### src/wdt_pkg.sv
// package: register map, field layout, reset values for the watchdog period block
package wdt_pkg;
    localparam logic [11:0] PERIOD_SEL_INDEX = 12'h0A7;
    localparam logic [11:0] PERIOD_SEL_ADDR = PERIOD_SEL_INDEX << 2;
    localparam logic [11:0] IRQ_STATUS_ADDR = 12'h100;
    localparam logic [11:0] IRQ_MASK_ADDR = 12'h104;
    localparam logic [11:0] MODE_CTRL_ADDR = 12'h108;
    localparam logic [11:0] COUNT_ADDR = 12'h10C;
    localparam int SEL_LSB = 0;
    localparam int SEL_WIDTH = 3;
    localparam logic [2:0] SEL_RESET = 3'h0;
    localparam int BASE_EXP = 14;
    localparam int MODE_IDLE_BIT = 0;
    localparam int MODE_PDOWN_BIT = 1;
    localparam int MODE_RESTART_BIT = 2;
    localparam int ST_OVF_BIT = 0;
    localparam int ST_WAKE_BIT = 1;
    localparam logic [1:0] IRQ_RESET = 2'h0;
    typedef enum {WDT_RUN, WDT_PDOWN, WDT_WAKEHOLD} wdt_state_e;
endpackage

### src/wdt_cnt_if.sv
// interface: controls and status between the top and the counter
`timescale 1ns/100ps
interface wdt_cnt_if #(parameter int CW = 21);
    logic run;
    logic restart;
    logic [2:0] sel;
    logic overflow;
    logic [CW-1:0] count;
    modport ctrl (output run, output restart, output sel, input overflow, input count);
    modport cnt (input run, input restart, input sel, output overflow, output count);
endinterface

### src/wdt_counter.sv
// module: machine-cycle watchdog counter with selectable terminal count
`timescale 1ns/100ps
module wdt_counter #(
    parameter int CW = 21
) (
    // clock and reset
    input wire logic clk,
    input wire logic srst,
    // control and status
    wdt_cnt_if.cnt bus
);
    logic [CW-1:0] countReg;
    logic [CW-1:0] countNext;
    logic ovfReg;
    logic ovfNext;
    logic [CW-1:0] termVal;

    if (CW != wdt_pkg::BASE_EXP + 7) begin : g_cw_check
        $error("counter width must be base exponent plus seven");
    end

    function automatic logic [CW-1:0] term_of(input logic [2:0] s);
        term_of = CW'((64'h1 << (wdt_pkg::BASE_EXP + int'(s))) - 64'h1);
    endfunction

    assign termVal = term_of(bus.sel);

    always_comb begin
        countNext = countReg;
        ovfNext = 1'b0;
        if (bus.restart) begin
            countNext = '0;
        end else if (bus.run) begin
            if (countReg + CW'(1) >= termVal) begin
                countNext = '0;
                ovfNext = 1'b1;
            end else begin
                countNext = countReg + CW'(1);
            end
        end
    end

    always_ff @(posedge clk) begin
        if (srst) begin
            countReg <= '0;
            ovfReg <= 1'b0;
        end else begin
            countReg <= countNext;
            ovfReg <= ovfNext;
        end
    end

    assign bus.count = countReg;
    assign bus.overflow = ovfReg;
endmodule

### src/wdt_period_top.sv
// module: watchdog period select, low-power behaviour and APB registers
//
// Overview of operation
// - period select register at 0A7h, low three bits give exponent 14 to 21
// - select field resets to zero; upper bits not stored, read as zero
// - counter never advances or overflows while in power-down; it keeps its value unless a restart is written
// - power-down exits only by reset or enabled level external interrupt
// - interrupt service request raised only after interrupt line returns high
// - after interrupt wake, counter stays stopped while line is low
// - counter keeps advancing and may overflow during idle
//
// Design decision made here: the APB interface to the registers.
`timescale 1ns/100ps
module wdt_period_top #(
    parameter int CW = 21
) (
    // clock and reset
    input wire logic clk,
    input wire logic srst,
    // apb slave
    input wire logic psel,
    input wire logic penable,
    input wire logic pwrite,
    input wire logic [11:0] paddr,
    input wire logic [31:0] pwdata,
    output logic [31:0] prdata,
    output logic pready,
    output logic pslverr,
    // external wake interrupt, active low level, and its enable
    input wire logic extIntN,
    input wire logic extIntEnable,
    // system side
    output logic overflowReset,
    output logic wakeService,
    output logic irq
);
    wdt_cnt_if #(.CW(CW)) cbus();

    logic [2:0] selReg, selNext;
    logic [1:0] stReg, stNext;
    logic [1:0] maskReg, maskNext;
    logic idleReg, idleNext;
    logic restartReg, restartNext;
    logic [31:0] rdReg, rdNext;
    logic readyReg, readyNext;
    logic errReg, errNext;
    logic ovfOutReg, ovfOutNext;
    logic wakeReg, wakeNext;
    logic irqReg, irqNext;
    logic pdEnReg, pdEnNext;
    wdt_pkg::wdt_state_e stateReg, stateNext;
    logic wrAcc, rdAcc;
    logic [1:0] stSet;

    function automatic logic is_mapped(input logic [11:0] a);
        is_mapped = (a == wdt_pkg::PERIOD_SEL_ADDR) || (a == wdt_pkg::IRQ_STATUS_ADDR)
            || (a == wdt_pkg::IRQ_MASK_ADDR) || (a == wdt_pkg::MODE_CTRL_ADDR)
            || (a == wdt_pkg::COUNT_ADDR);
    endfunction

    if (CW != wdt_pkg::BASE_EXP + 7) begin : g_cw_check
        $error("counter width must be base exponent plus seven");
    end

    // writes land at the edge where the master sees pready high
    assign wrAcc = psel && penable && pwrite && readyReg;
    assign rdAcc = psel && penable && !pwrite && !readyReg;

    wdt_counter #(.CW(CW)) u_counter (
        .clk(clk),
        .srst(srst),
        .bus(cbus)
    );

    assign cbus.sel = selReg;
    assign cbus.restart = restartReg;
    assign cbus.run = (stateReg == wdt_pkg::WDT_RUN);

    // power state machine
    always_comb begin
        stateNext = stateReg;
        wakeNext = 1'b0;
        case (stateReg)
            wdt_pkg::WDT_RUN: begin
                if (wrAcc && paddr == wdt_pkg::MODE_CTRL_ADDR
                        && pwdata[wdt_pkg::MODE_PDOWN_BIT]) begin
                    stateNext = wdt_pkg::WDT_PDOWN;
                end
            end
            wdt_pkg::WDT_PDOWN: begin
                if (pdEnReg && !extIntN) begin
                    stateNext = wdt_pkg::WDT_WAKEHOLD;
                end
            end
            wdt_pkg::WDT_WAKEHOLD: begin
                if (extIntN) begin
                    stateNext = wdt_pkg::WDT_RUN;
                    wakeNext = 1'b1;
                end
            end
            default: begin
                stateNext = wdt_pkg::WDT_RUN;
            end
        endcase
    end

    // power state registers
    always_ff @(posedge clk) begin
        if (srst) begin
            wakeReg <= 1'b0;
            stateReg <= wdt_pkg::WDT_RUN;
        end else begin
            wakeReg <= wakeNext;
            stateReg <= stateNext;
        end
    end

    // apb response: one wait state, error on unmapped address
    always_comb begin
        readyNext = 1'b0;
        errNext = 1'b0;
        if (psel && penable && !readyReg) begin
            readyNext = 1'b1;
            errNext = !is_mapped(paddr);
        end
    end

    always_ff @(posedge clk) begin
        if (srst) begin
            readyReg <= 1'b0;
            errReg <= 1'b0;
        end else begin
            readyReg <= readyNext;
            errReg <= errNext;
        end
    end

    // read data captured in the first access cycle
    always_comb begin
        rdNext = rdReg;
        if (rdAcc) begin
            case (paddr)
                wdt_pkg::PERIOD_SEL_ADDR: rdNext = {29'h0, selReg};
                wdt_pkg::IRQ_STATUS_ADDR: rdNext = {30'h0, stReg};
                wdt_pkg::IRQ_MASK_ADDR: rdNext = {30'h0, maskReg};
                wdt_pkg::MODE_CTRL_ADDR: begin
                    rdNext = {30'h0, stateReg != wdt_pkg::WDT_RUN, idleReg};
                end
                wdt_pkg::COUNT_ADDR: rdNext = 32'(cbus.count);
                default: rdNext = 32'h0;
            endcase
        end
    end

    always_ff @(posedge clk) begin
        if (srst) begin
            rdReg <= 32'h0;
        end else begin
            rdReg <= rdNext;
        end
    end

    // control registers: select, mask, idle, restart, wake enable
    always_comb begin
        selNext = selReg;
        maskNext = maskReg;
        idleNext = idleReg;
        restartNext = 1'b0;
        pdEnNext = pdEnReg;
        if (stateReg == wdt_pkg::WDT_RUN) begin
            pdEnNext = extIntEnable;
        end
        if (wakeReg) begin
            idleNext = 1'b0;
        end
        if (wrAcc) begin
            case (paddr)
                wdt_pkg::PERIOD_SEL_ADDR: begin
                    selNext = pwdata[wdt_pkg::SEL_LSB +: wdt_pkg::SEL_WIDTH];
                end
                wdt_pkg::IRQ_MASK_ADDR: begin
                    maskNext = pwdata[1:0];
                end
                wdt_pkg::MODE_CTRL_ADDR: begin
                    idleNext = pwdata[wdt_pkg::MODE_IDLE_BIT];
                    restartNext = pwdata[wdt_pkg::MODE_RESTART_BIT];
                end
                default: begin
                end
            endcase
        end
    end

    always_ff @(posedge clk) begin
        if (srst) begin
            selReg <= wdt_pkg::SEL_RESET;
            maskReg <= wdt_pkg::IRQ_RESET;
            idleReg <= 1'b0;
            restartReg <= 1'b0;
            pdEnReg <= 1'b0;
        end else begin
            selReg <= selNext;
            maskReg <= maskNext;
            idleReg <= idleNext;
            restartReg <= restartNext;
            pdEnReg <= pdEnNext;
        end
    end

    // sticky status: write one clears, a new event wins
    always_comb begin
        stSet = {wakeReg, cbus.overflow};
        stNext = stReg;
        if (wrAcc && paddr == wdt_pkg::IRQ_STATUS_ADDR) begin
            stNext = stReg & ~pwdata[1:0];
        end
        stNext = stNext | stSet;
    end

    always_ff @(posedge clk) begin
        if (srst) begin
            stReg <= wdt_pkg::IRQ_RESET;
        end else begin
            stReg <= stNext;
        end
    end

    // registered system outputs
    always_comb begin
        ovfOutNext = cbus.overflow;
        irqNext = |(stNext & maskNext);
    end

    always_ff @(posedge clk) begin
        if (srst) begin
            ovfOutReg <= 1'b0;
            irqReg <= 1'b0;
        end else begin
            ovfOutReg <= ovfOutNext;
            irqReg <= irqNext;
        end
    end

    assign prdata = rdReg;
    assign pready = readyReg;
    assign pslverr = errReg;
    assign overflowReset = ovfOutReg;
    assign wakeService = wakeReg;
    assign irq = irqReg;
endmodule

### config.mk
export PLATFORM = sky130hd
export DESIGN_NAME = wdt_period_top
export DESIGN_NICKNAME = d
export VERILOG_FILES = /design/src/wdt_pkg.sv /design/src/wdt_cnt_if.sv /design/src/wdt_counter.sv /design/src/wdt_period_top.sv
export SDC_FILE = /design/constraint.sdc
export NUM_CORES = 1
export LEC_CHECK = 0
export BUFFER_PORTS_ARGS = -buffer_cell sky130_fd_sc_hd__clkbuf_2
export CORE_UTILIZATION = 55
export CTS_BUF_LIST = sky130_fd_sc_hd__clkbuf_4 sky130_fd_sc_hd__clkbuf_8
export DETAILED_ROUTE_END_ITERATION = 10
export PLACE_DENSITY = 0.82
export SKIP_LAST_GASP = 1
export SLEW_MARGIN = 20
export SYNTH_ARGS = -nofsm -noshare
export SYNTH_HDL_FRONTEND = slang
export SYNTH_SLANG_ARGS = --single-unit
### constraint.sdc
create_clock -name clk -period 4.6 [get_ports clk]
set_clock_uncertainty 0.05 [all_clocks]
set_input_delay 0.92 -clock clk [delete_from_list [all_inputs] [get_ports clk]]
set_output_delay 0.92 -clock clk [all_outputs]
set_load 0.05 [all_outputs]
==> results of run 1 <==
==> flip-flops by register name (all words and copies together) (netlist names), 2 cells and up <==
| name | count |
|---|---|
| prdata | 21 |
| cbus.sel | 3 |
| stateReg | 2 |
| u_counter.bus.count | 21 |
| maskReg | 2 |
| stReg | 2 |
==> synthesized netlist by cell type, types with 3 or more instances <==
library cell,count
nand2_1,40
nor4_1,5
nor3b_1,6
xnor2_1,13
nand4_2,3
and3_1,3
a22oi_1,19
xor2_1,8
a21o_1,3
nor2_1,48
o21ai_0,9
nand3_1,9
o31a_1,4
nand2b_1,3
inv_1,10
a221oi_1,3
a22o_1,6
nor3_1,15
nand4b_1,3
a211o_1,6
or3_1,3
dfxtp_1,60
a21oi_1,14
clkbuf_1,13
ha_1,26
nand4_1,8
buf_2,6
buf_4,12
mux2i_1,5
==> power by group through the flow <==
stage / Clock [uW] / Combinational [uW] / Sequential, uW
6_report: 406 / 79.2 / 531
3_5_place_dp: 0 / 78.1 / 542
4_1_cts: 413 / 78.5 / 530
2_1_floorplan: 0 / 59.4 / 546
3_3_place_gp: 0 / 76.6 / 542
5_1_grt: 429 / 86.2 / 531
==> critical path, delay by kind of cell, from the launching register on <==
family,cells,cell delay (ps)
fa+ha+maj,2,590
flops,1,510
compound gates,4,810
simple gates,5,1770
xor+xnor,1,250
==> logic make-up after synthesis <==
kind of cell / synth area share [%]
and+or+nand+nor: 26.1
AOI/OAI and AO/OA: 15.4
DFF: 34.5
buffers and inverters: 6.15
adders and majority gates: 9.35
xor gates and xnor gates: 5.28
muxes: 3.06
other: 0.108
==> layer usage <==
layer,vias up,routed length [um],track usage (%)
met3,22,320,5.78
met5,-,0,0
met4,0,255,15.0
met2,80,3780,43.3
met1,1425,3640,29.6
li1,1509,-,-
==> area by class of cell <==
cell class | count | area share, %
clock inverter | 7 | 1.13
multi-input combinational | 314 | 54.8
tap | 75 | 2.41
sequential | 60 | 30.9
timing repair buffer | 50 | 6.63
clock buffer | 9 | 3.19
inverter | 10 | 0.965
==> path summary, 6_finish.rpt <==
path                                           to  slack, ps  cells after the start
min                          pdEnReg$_SDFFE_PP0P_        430                      2
min reg2reg                  pdEnReg$_SDFFE_PP0P_        430                      2
max reg2reg  u_counter.bus.count[17]$_SDFFE_PP0P_        530                     12
max          u_counter.bus.count[17]$_SDFFE_PP0P_        530                     12
==> per-stage QoR <==
stage / hold slack [ps] / total power, uW / utilization (%) / cell area [um2]
4_1_cts: 425 / 1020 / 64.5 / 3890
5_1_grt: 449 / 1050 / 64.5 / 3890
2_1_floorplan: 386 / 606 / - / 3540
3_5_place_dp: 415 / 620 / 61.8 / 3720
3_3_place_gp: 397 / 618 / 61.8 / 3720
6_report: 426 / 1020 / 64.5 / 3890
==> PnR_summary.wiki, run 1 <==
{| class="wikitable"
! Metric !! Value
|-
| Worst R2R Start || u_counter.bus.count[0]$_SDFFE_PP0P_
|-
| Max-slew violations || 0
|-
| Number of cells produced by synthesis || between 400 and 500
|-
| Total overflow reported by the global router || 0
|-
| Die Height || 81.6 um
|-
| Period utilization || 88.4%
|-
| Slowest Stage Delay on Critical Path || between 500 and 600 ps
|-
| TritonCTS clock tree || done
|-
| Total number of nets in the final design || 522
|-
| Final GP Congestion || approximately 0.85
|-
| Clk Latency, worst-skew pair || 350 ps
|-
| Rows || 28
|-
| Number of global-route vias before repair || around 2700
|-
| Total area of multi-input combinational cells || 0.00213 mm2
|-
| Max Freq || between 200 and 250 MHz
|-
| Fraction of layout cells with a size suffix above 1 || 18.9%
|-
| Setup Crit Path Kind || reg -> reg
|-
| Layout filler cell count || 501
|-
| Worst Setup Slack, final || 535 ps
|-
| Data required time at the worst endpoint || 4820 ps
|-
| Area of the die || about 0.0067 mm2
|-
| Layout overhead on the synthesized area || 11.7%
|-
| Pre-antenna DRT Iters || 4
|-
| Power per unit of standard cell area || 261 mW/mm2
|-
| Cell taking the most area after synthesis || dfxtp_1
|-
| Non-filler cells in the finished layout || 525
|-
| Worst setup SP type || flop
|-
| Commonest cells after routing, fill and taps aside || 60 x dfxtp_1, 48 x nor2_1, 47 x clkbuf_2, 40 x nand2_1, 26 x ha_1
|-
| Count of warnings emitted by yosys || 0
|-
| DR vias/cell || 5.78
|-
| Combinational share of power || 7.8%
|-
| Die width || 81.6 um
|-
| Worst-path clk slew || 70 ps
|-
| Cell at the slowest stage of the critical path || dfxtp_1
|-
| Number of buffers created by CTS || 9
|-
| Class of the worst hold path || reg -> reg
|-
| List of cells traversed by the critical path || ha_1, nand3_1, nor2_1, nand3_1, xnor2_1, ha_1, a21oi_1, o21ai_0, a221oi_2, nand4_2, or3b_1, o211ai_1
|-
| Syn_area_per_cell || 8.68 um2
|-
| Time the final worst path needs with I/O delays and setup || 4070 ps
|-
| # hold bufs at CTS || 0
|-
| Switching part of the total || 27.6%
|-
| Largest driver fanout on the critical path || 14
|-
| Number of buffers inserted by port buffering || 47
|-
| Maximum number of pins on one net before global-route repair || 41
|-
| Synth unique cells || 55
|-
| Number of buffers added for setup after CTS || 0
|-
| Hold Startpoint || pdEnReg$_SDFFE_PP0P_
|-
| Least-Margin Pin Slew || 879 ps
|-
| Net switching power || 281 uW
|-
| Number of gates resized after cts || 0
|-
| Nature of the critical path endpoint || flop
|-
| Detailed-route DRC error count || 0
|-
| H-tree levels || 3
|-
| Endpoints failing hold || 0
|-
| Iteration-0 DRC Markers || 148
|-
| Seq/Total Area, Yosys || roughly a third
|-
| Std-Cell Core Area || 0.00603 mm2
|-
| Area fraction of the dominant cell type after synthesis || 34.5%
|-
| Synth Register Bits || 60
|-
| Total inserted antenna cells || 0
|-
| Master cell of the clock root buffer || clkbuf_8
|-
| Clock network power share || between 40% and 50%
|-
| Pint || 736 uW
|-
| Post-DRT Antenna Nets || 0
|-
| Starting Density || between 50% and 60%
|-
| Setup Viol. Count Final || 0
|-
| Post-Route WL || 8.00 mm
|-
| Number of synthesized flops with an enable pin || 0
|-
| Area taken by flip-flops and latches || 0.00120 mm2
|-
| Headroom to the max-slew limit || 41.4%
|-
| Most frequently used flop master after synthesis || dfxtp_1
|-
| Deepest clock path buffer count || 2
|-
| Largest cells by area after synthesis || dfxtp_1 35%, ha_1 9.3%, nor2_1 5.2%
|-
| Async set-reset flop share out of synthesis || 0%
|-
| Worst path arrival time || 4280 ps
|-
| Estimated wirelength of the detail-placed design || 5.78 mm
|-
| Worst setup slack after placement || 628 ps
|-
| Detailed-route via count || approximately 3000
|-
| Sequential cell fraction of total power || 52.2%
|-
| Placed cell count || 509
|-
| Number of antenna violations at the first check in global routing || 0
|-
| Number of clock sinks || 60
|-
| First-pass GRT wire length || 12.6 mm
|-
| Launch point of the worst path || u_counter.bus.count[0]$_SDFFE_PP0P_
|-
| Standby leakage power || 0.00167 uW
|-
| Most common cell after layout, fill and taps aside || dfxtp_1
|-
| Outcome || complete, no violations
|-
| Mapped cell area || 0.00348 mm2
|-
| Maximum vdd ir drop || 0.184 mV
|-
| # IOs || 88
|-
| TNS Setup || 0 ps
|-
| Wire per inst || around 15 um
|-
| RSZ-0062 raised after global routing || false
|-
| Total track usage || between 20% and 30%
|-
| Maximum Capacitance Violations || 0
|}
Note: power is estimated with default switching activity, not from simulation.
==> run 2: changes to the inputs <==
CORE_UTILIZATION = 54   (was 55)
CTS_BUF_LIST = not set   (was sky130_fd_sc_hd__clkbuf_4 sky130_fd_sc_hd__clkbuf_8)
PLACE_DENSITY = 0.8   (was 0.82)
SYNTH_HIERARCHICAL = 1   (was not set)
clock period = 4.4 ns   (was 4.6 ns; I/O delays follow)
==> PnR_summary.wiki, run 2 <==
{| class="wikitable"
! Metric !! Value
|-
| Most common library cells after synthesis || 60 x dfxtp_1, 28 x nand2b_1, 28 x nand3_1, 28 x nor2_1, 26 x ha_1
|-
| Standby leakage power || 0.00169 uW (+1.2%)
|-
| Main combinational cell family by area after synthesis || simple AND/OR/NAND/NOR gates
|-
| Number of cells produced by synthesis || 425 (+6.0%)
|-
| Period utilization || 94.0% (+5.6 points)
|-
| Buffering stage count on the worst path with inverters included || 2 (+2)
|-
| Nature of the critical path endpoint || flop
|-
| First-pass GRT wire length || 13.3 mm (+5.5%)
|-
| Worst setup SP type || flop
|-
| H-tree levels || 3 (unchanged)
|-
| Worst Setup Slack, final || 263 ps (-271 ps)
|-
| Pre-antenna DRT Iters || 5 (+1)
|-
| # hold bufs at CTS || 0 (unchanged)
|-
| Time the final worst path needs with I/O delays and setup || 4140 ps (+71.5 ps)
|-
| Seq/Total Area, Yosys || 31.9% (-2.6 points)
|-
| Total inserted antenna cells || 0 (unchanged)
|-
| Estimated wirelength of the detail-placed design || 5.88 mm (+1.7%)
|-
| Setup Viol. Count Final || 0 (unchanged)
|-
| Cell taking the most area after synthesis || dfxtp_1
|-
| Clk Latency, worst-skew pair || 350 ps (about the same)
|-
| Endpoints failing hold || 0 (unchanged)
|-
| Class of the worst hold path || reg -> reg
|-
| Largest cells by area after synthesis || dfxtp_1 32%, ha_1 8.6%, nand2b_1 4.6%
|-
| Number of global-route vias before repair || 2918 (+7.6%)
|-
| Area fraction of the dominant cell type after synthesis || 31.9% (-2.6 points)
|-
| Total track usage || 23.0% (-2.6 points)
|-
| Number of gates resized after cts || 0 (unchanged)
|-
| Post-synthesis compound-gate area fraction || 14.9% (-0.51 points)
|-
| Detailed-route via count || 3280 (+8.0%)
|-
| # IOs || 88 (unchanged)
|-
| Power per unit of standard cell area || 290 mW/mm2 (+11%)
|-
| Worst-path clk slew || 70 ps (about the same)
|-
| Maximum vdd ir drop || 0.166 mV (-9.9%)
|-
| Data required time at the worst endpoint || 4610 ps (-210 ps)
|-
| Count of warnings emitted by yosys || 6 (+6)
|-
| Share of the synthesized netlist area taken by xor and xnor gates || 5.11% (-0.17 points)
|-
| Maximum number of pins on one net before global-route repair || 45 (+9.8%)
|-
| Mapped cell area || 0.00377 mm2 (+8.3%)
|-
| Simple-Gate Fraction of Synth Area || 29.3% (+3.2 points)
|-
| List of cells traversed by the critical path || ha_1, nand4_1, nor4_1, buf_4, nor3b_1, xor2_1, ha_1, nand4_1, nor2_1, a32o_1, a2111oi_4, buf_4, nand3_1, a21oi_1
|-
| DR vias/cell || 5.93 (+2.6%)
|-
| TNS Setup || 0 ps (unchanged)
|-
| Worst path top cell family by delay || simple AND/OR/NAND/NOR gates
|-
| Post-synthesis mux area share || 2.89% (-0.17 points)
|-
| TritonCTS clock tree || done
|-
| Syn_area_per_cell || 8.87 um2 (+2.2%)
|-
| Commonest cells after routing, fill and taps aside || 60 x dfxtp_1, 47 x clkbuf_2, 28 x nand2b_1, 28 x nor2_1, 28 x nand3_1
|-
| Async set-reset flop share out of synthesis || 0% (unchanged)
|-
| Most common cell after layout, fill and taps aside || dfxtp_1
|-
| Die width || 85.5 um (+4.9%)
|-
| Cell at the slowest stage of the critical path || a2111oi_4
|-
| Max Freq || 242 MHz (-1.7%)
|-
| Adder-cell area share of the yosys netlist || 8.63% (-0.71 points)
|-
| Deepest clock path buffer count || 2 (unchanged)
|-
| Outcome || complete, no violations
|-
| Most frequently used flop master after synthesis || dfxtp_1
|-
| Std-Cell Core Area || 0.00676 mm2 (+12%)
|-
| Post-DRT Antenna Nets || 0 (unchanged)
|-
| Worst setup slack after placement || 394 ps (-235 ps)
|-
| Iteration-0 DRC Markers || 230 (+55%)
|-
| Master cell of the clock root buffer || clkbuf_8
|-
| Number of clock sinks || 60 (unchanged)
|-
| Number of buffers added for setup after CTS || 0 (unchanged)
|-
| Synth unique cells || 56 (+1.8%)
|-
| Layout overhead on the synthesized area || 12.4%
|-
| Fraction of layout cells with a size suffix above 1 || 21.8% (+2.9 points)
|-
| Slowest Stage Delay on Critical Path || 530 ps (+20 ps)
|-
| Starting Density || 55.8% (-2.0 points)
|-
| Max-slew violations || 0 (unchanged)
|-
| Maximum Capacitance Violations || 0 (unchanged)
|-
| Number of antenna violations at the first check in global routing || 0 (unchanged)
|-
| Worst path arrival time || 4340 ps (+60 ps)
|-
| Rows || 30 (+7.1%)
|-
| Largest driver fanout on the critical path || 15 (+1)
|-
| Die Height || 85.5 um (+4.9%)
|-
| Top-count cell post-synth || dfxtp_1
|-
| Post-Route WL || 8.26 mm (+3.2%)
|-
| Area of the die || 0.00732 mm2 (+10%)
|-
| Total number of nets in the final design || 545 (+4.4%)
|-
| Wire per inst || 14.9 um (-2.0%)
|-
| Fin util || 62.7% (-1.9 points)
|-
| Number of buffers inserted by port buffering || 47 (unchanged)
|-
| Setup Crit Path Kind || reg -> reg
|-
| Least-Margin Pin Slew || 1050 ps (+175 ps)
|-
| Detailed-route DRC error count || 0 (unchanged)
|-
| RSZ-0062 raised after global routing || false
|-
| Number of synthesized flops with an enable pin || 0 (unchanged)
|-
| Total overflow reported by the global router || 0 (unchanged)
|-
| Headroom to the max-slew limit || 29.7% (-12 points)
|-
| Synth Register Bits || 60 (unchanged)
|-
| Number of buffers created by CTS || 9 (unchanged)
|-
| Final GP Congestion || 0.887 (+4.9%)
|}
run 2: area by class of cell:
class,count,area [um2]
Tap cell,80,100
Multi-Input combinational cell,328,2360
Timing Repair Buffer,53,280
Fill cell,561,2520
Clock inverter,3,67.6
Inverter,16,60.1
Clock buffer,13,169
Sequential cell,60,1200
run 2: worst min-delay path, delay by kind of cell (launching register included):
family / cells / cell delay (ps)
flops: 1 / 330
simple gates: 1 / 60
compound gates: 1 / 50
run 2: logic make-up (layout without fill, tap and decap cells):
kind of cell / after synthesis / count (layout)
buffers and inverters: 52 / 85
other: 2 / 17
AO/OA/AOI/OAI: 72 / 72
multiplexers: 8 / 8
flip-flops: 60 / 60
XOR/XNOR: 22 / 22
adder cells (fa/ha/maj): 26 / 26
AND/OR/NAND/NOR: 183 / 183
run 2: path summary, 6_finish.rpt:
| check | start | end | slack, ps | cells after the start |
|---|---|---|---|---|
| setup / recovery | u_counter/bus.count[0]$_SDFFE_PP0P_ | u_counter/bus.count[18]$_SDFFE_PP0P_ | 260 | 14 |
| hold / removal | pdEnReg$_SDFFE_PP0P_ | pdEnReg$_SDFFE_PP0P_ | 440 | 2 |
| setup reg to reg | u_counter/bus.count[0]$_SDFFE_PP0P_ | u_counter/bus.count[18]$_SDFFE_PP0P_ | 260 | 14 |
| hold reg to reg | pdEnReg$_SDFFE_PP0P_ | pdEnReg$_SDFFE_PP0P_ | 440 | 2 |
run 2: power breakdown:
group	switching [uW]	internal [uW]	leakage [uW]
combinational	63.1	23.9	0.00109
sequential	6.26	548	0.000485
clock	221	366	0.000116
total	290	937	0.00169
run 2: metal layers:
| metal | global-route usage [%] | wire length [um] |
|---|---|---|
| met1 | 28.3 | 3560 |
| met2 | 39.1 | 4140 |
| met3 | 4.72 | 398 |
| met4 | 9.85 | 162 |
| met5 | 0 | 0 |
run 2: through the flow:
stage	total power, uW	hold slack [ps]	area, um2	instances
after floorplan	638	400	3820	440
after global placement	650	420	4000	537
after detailed placement	653	428	4000	537
after CTS	1230	440	4230	553
after global routing	1260	468	4230	553
final	1230	437	4230	553
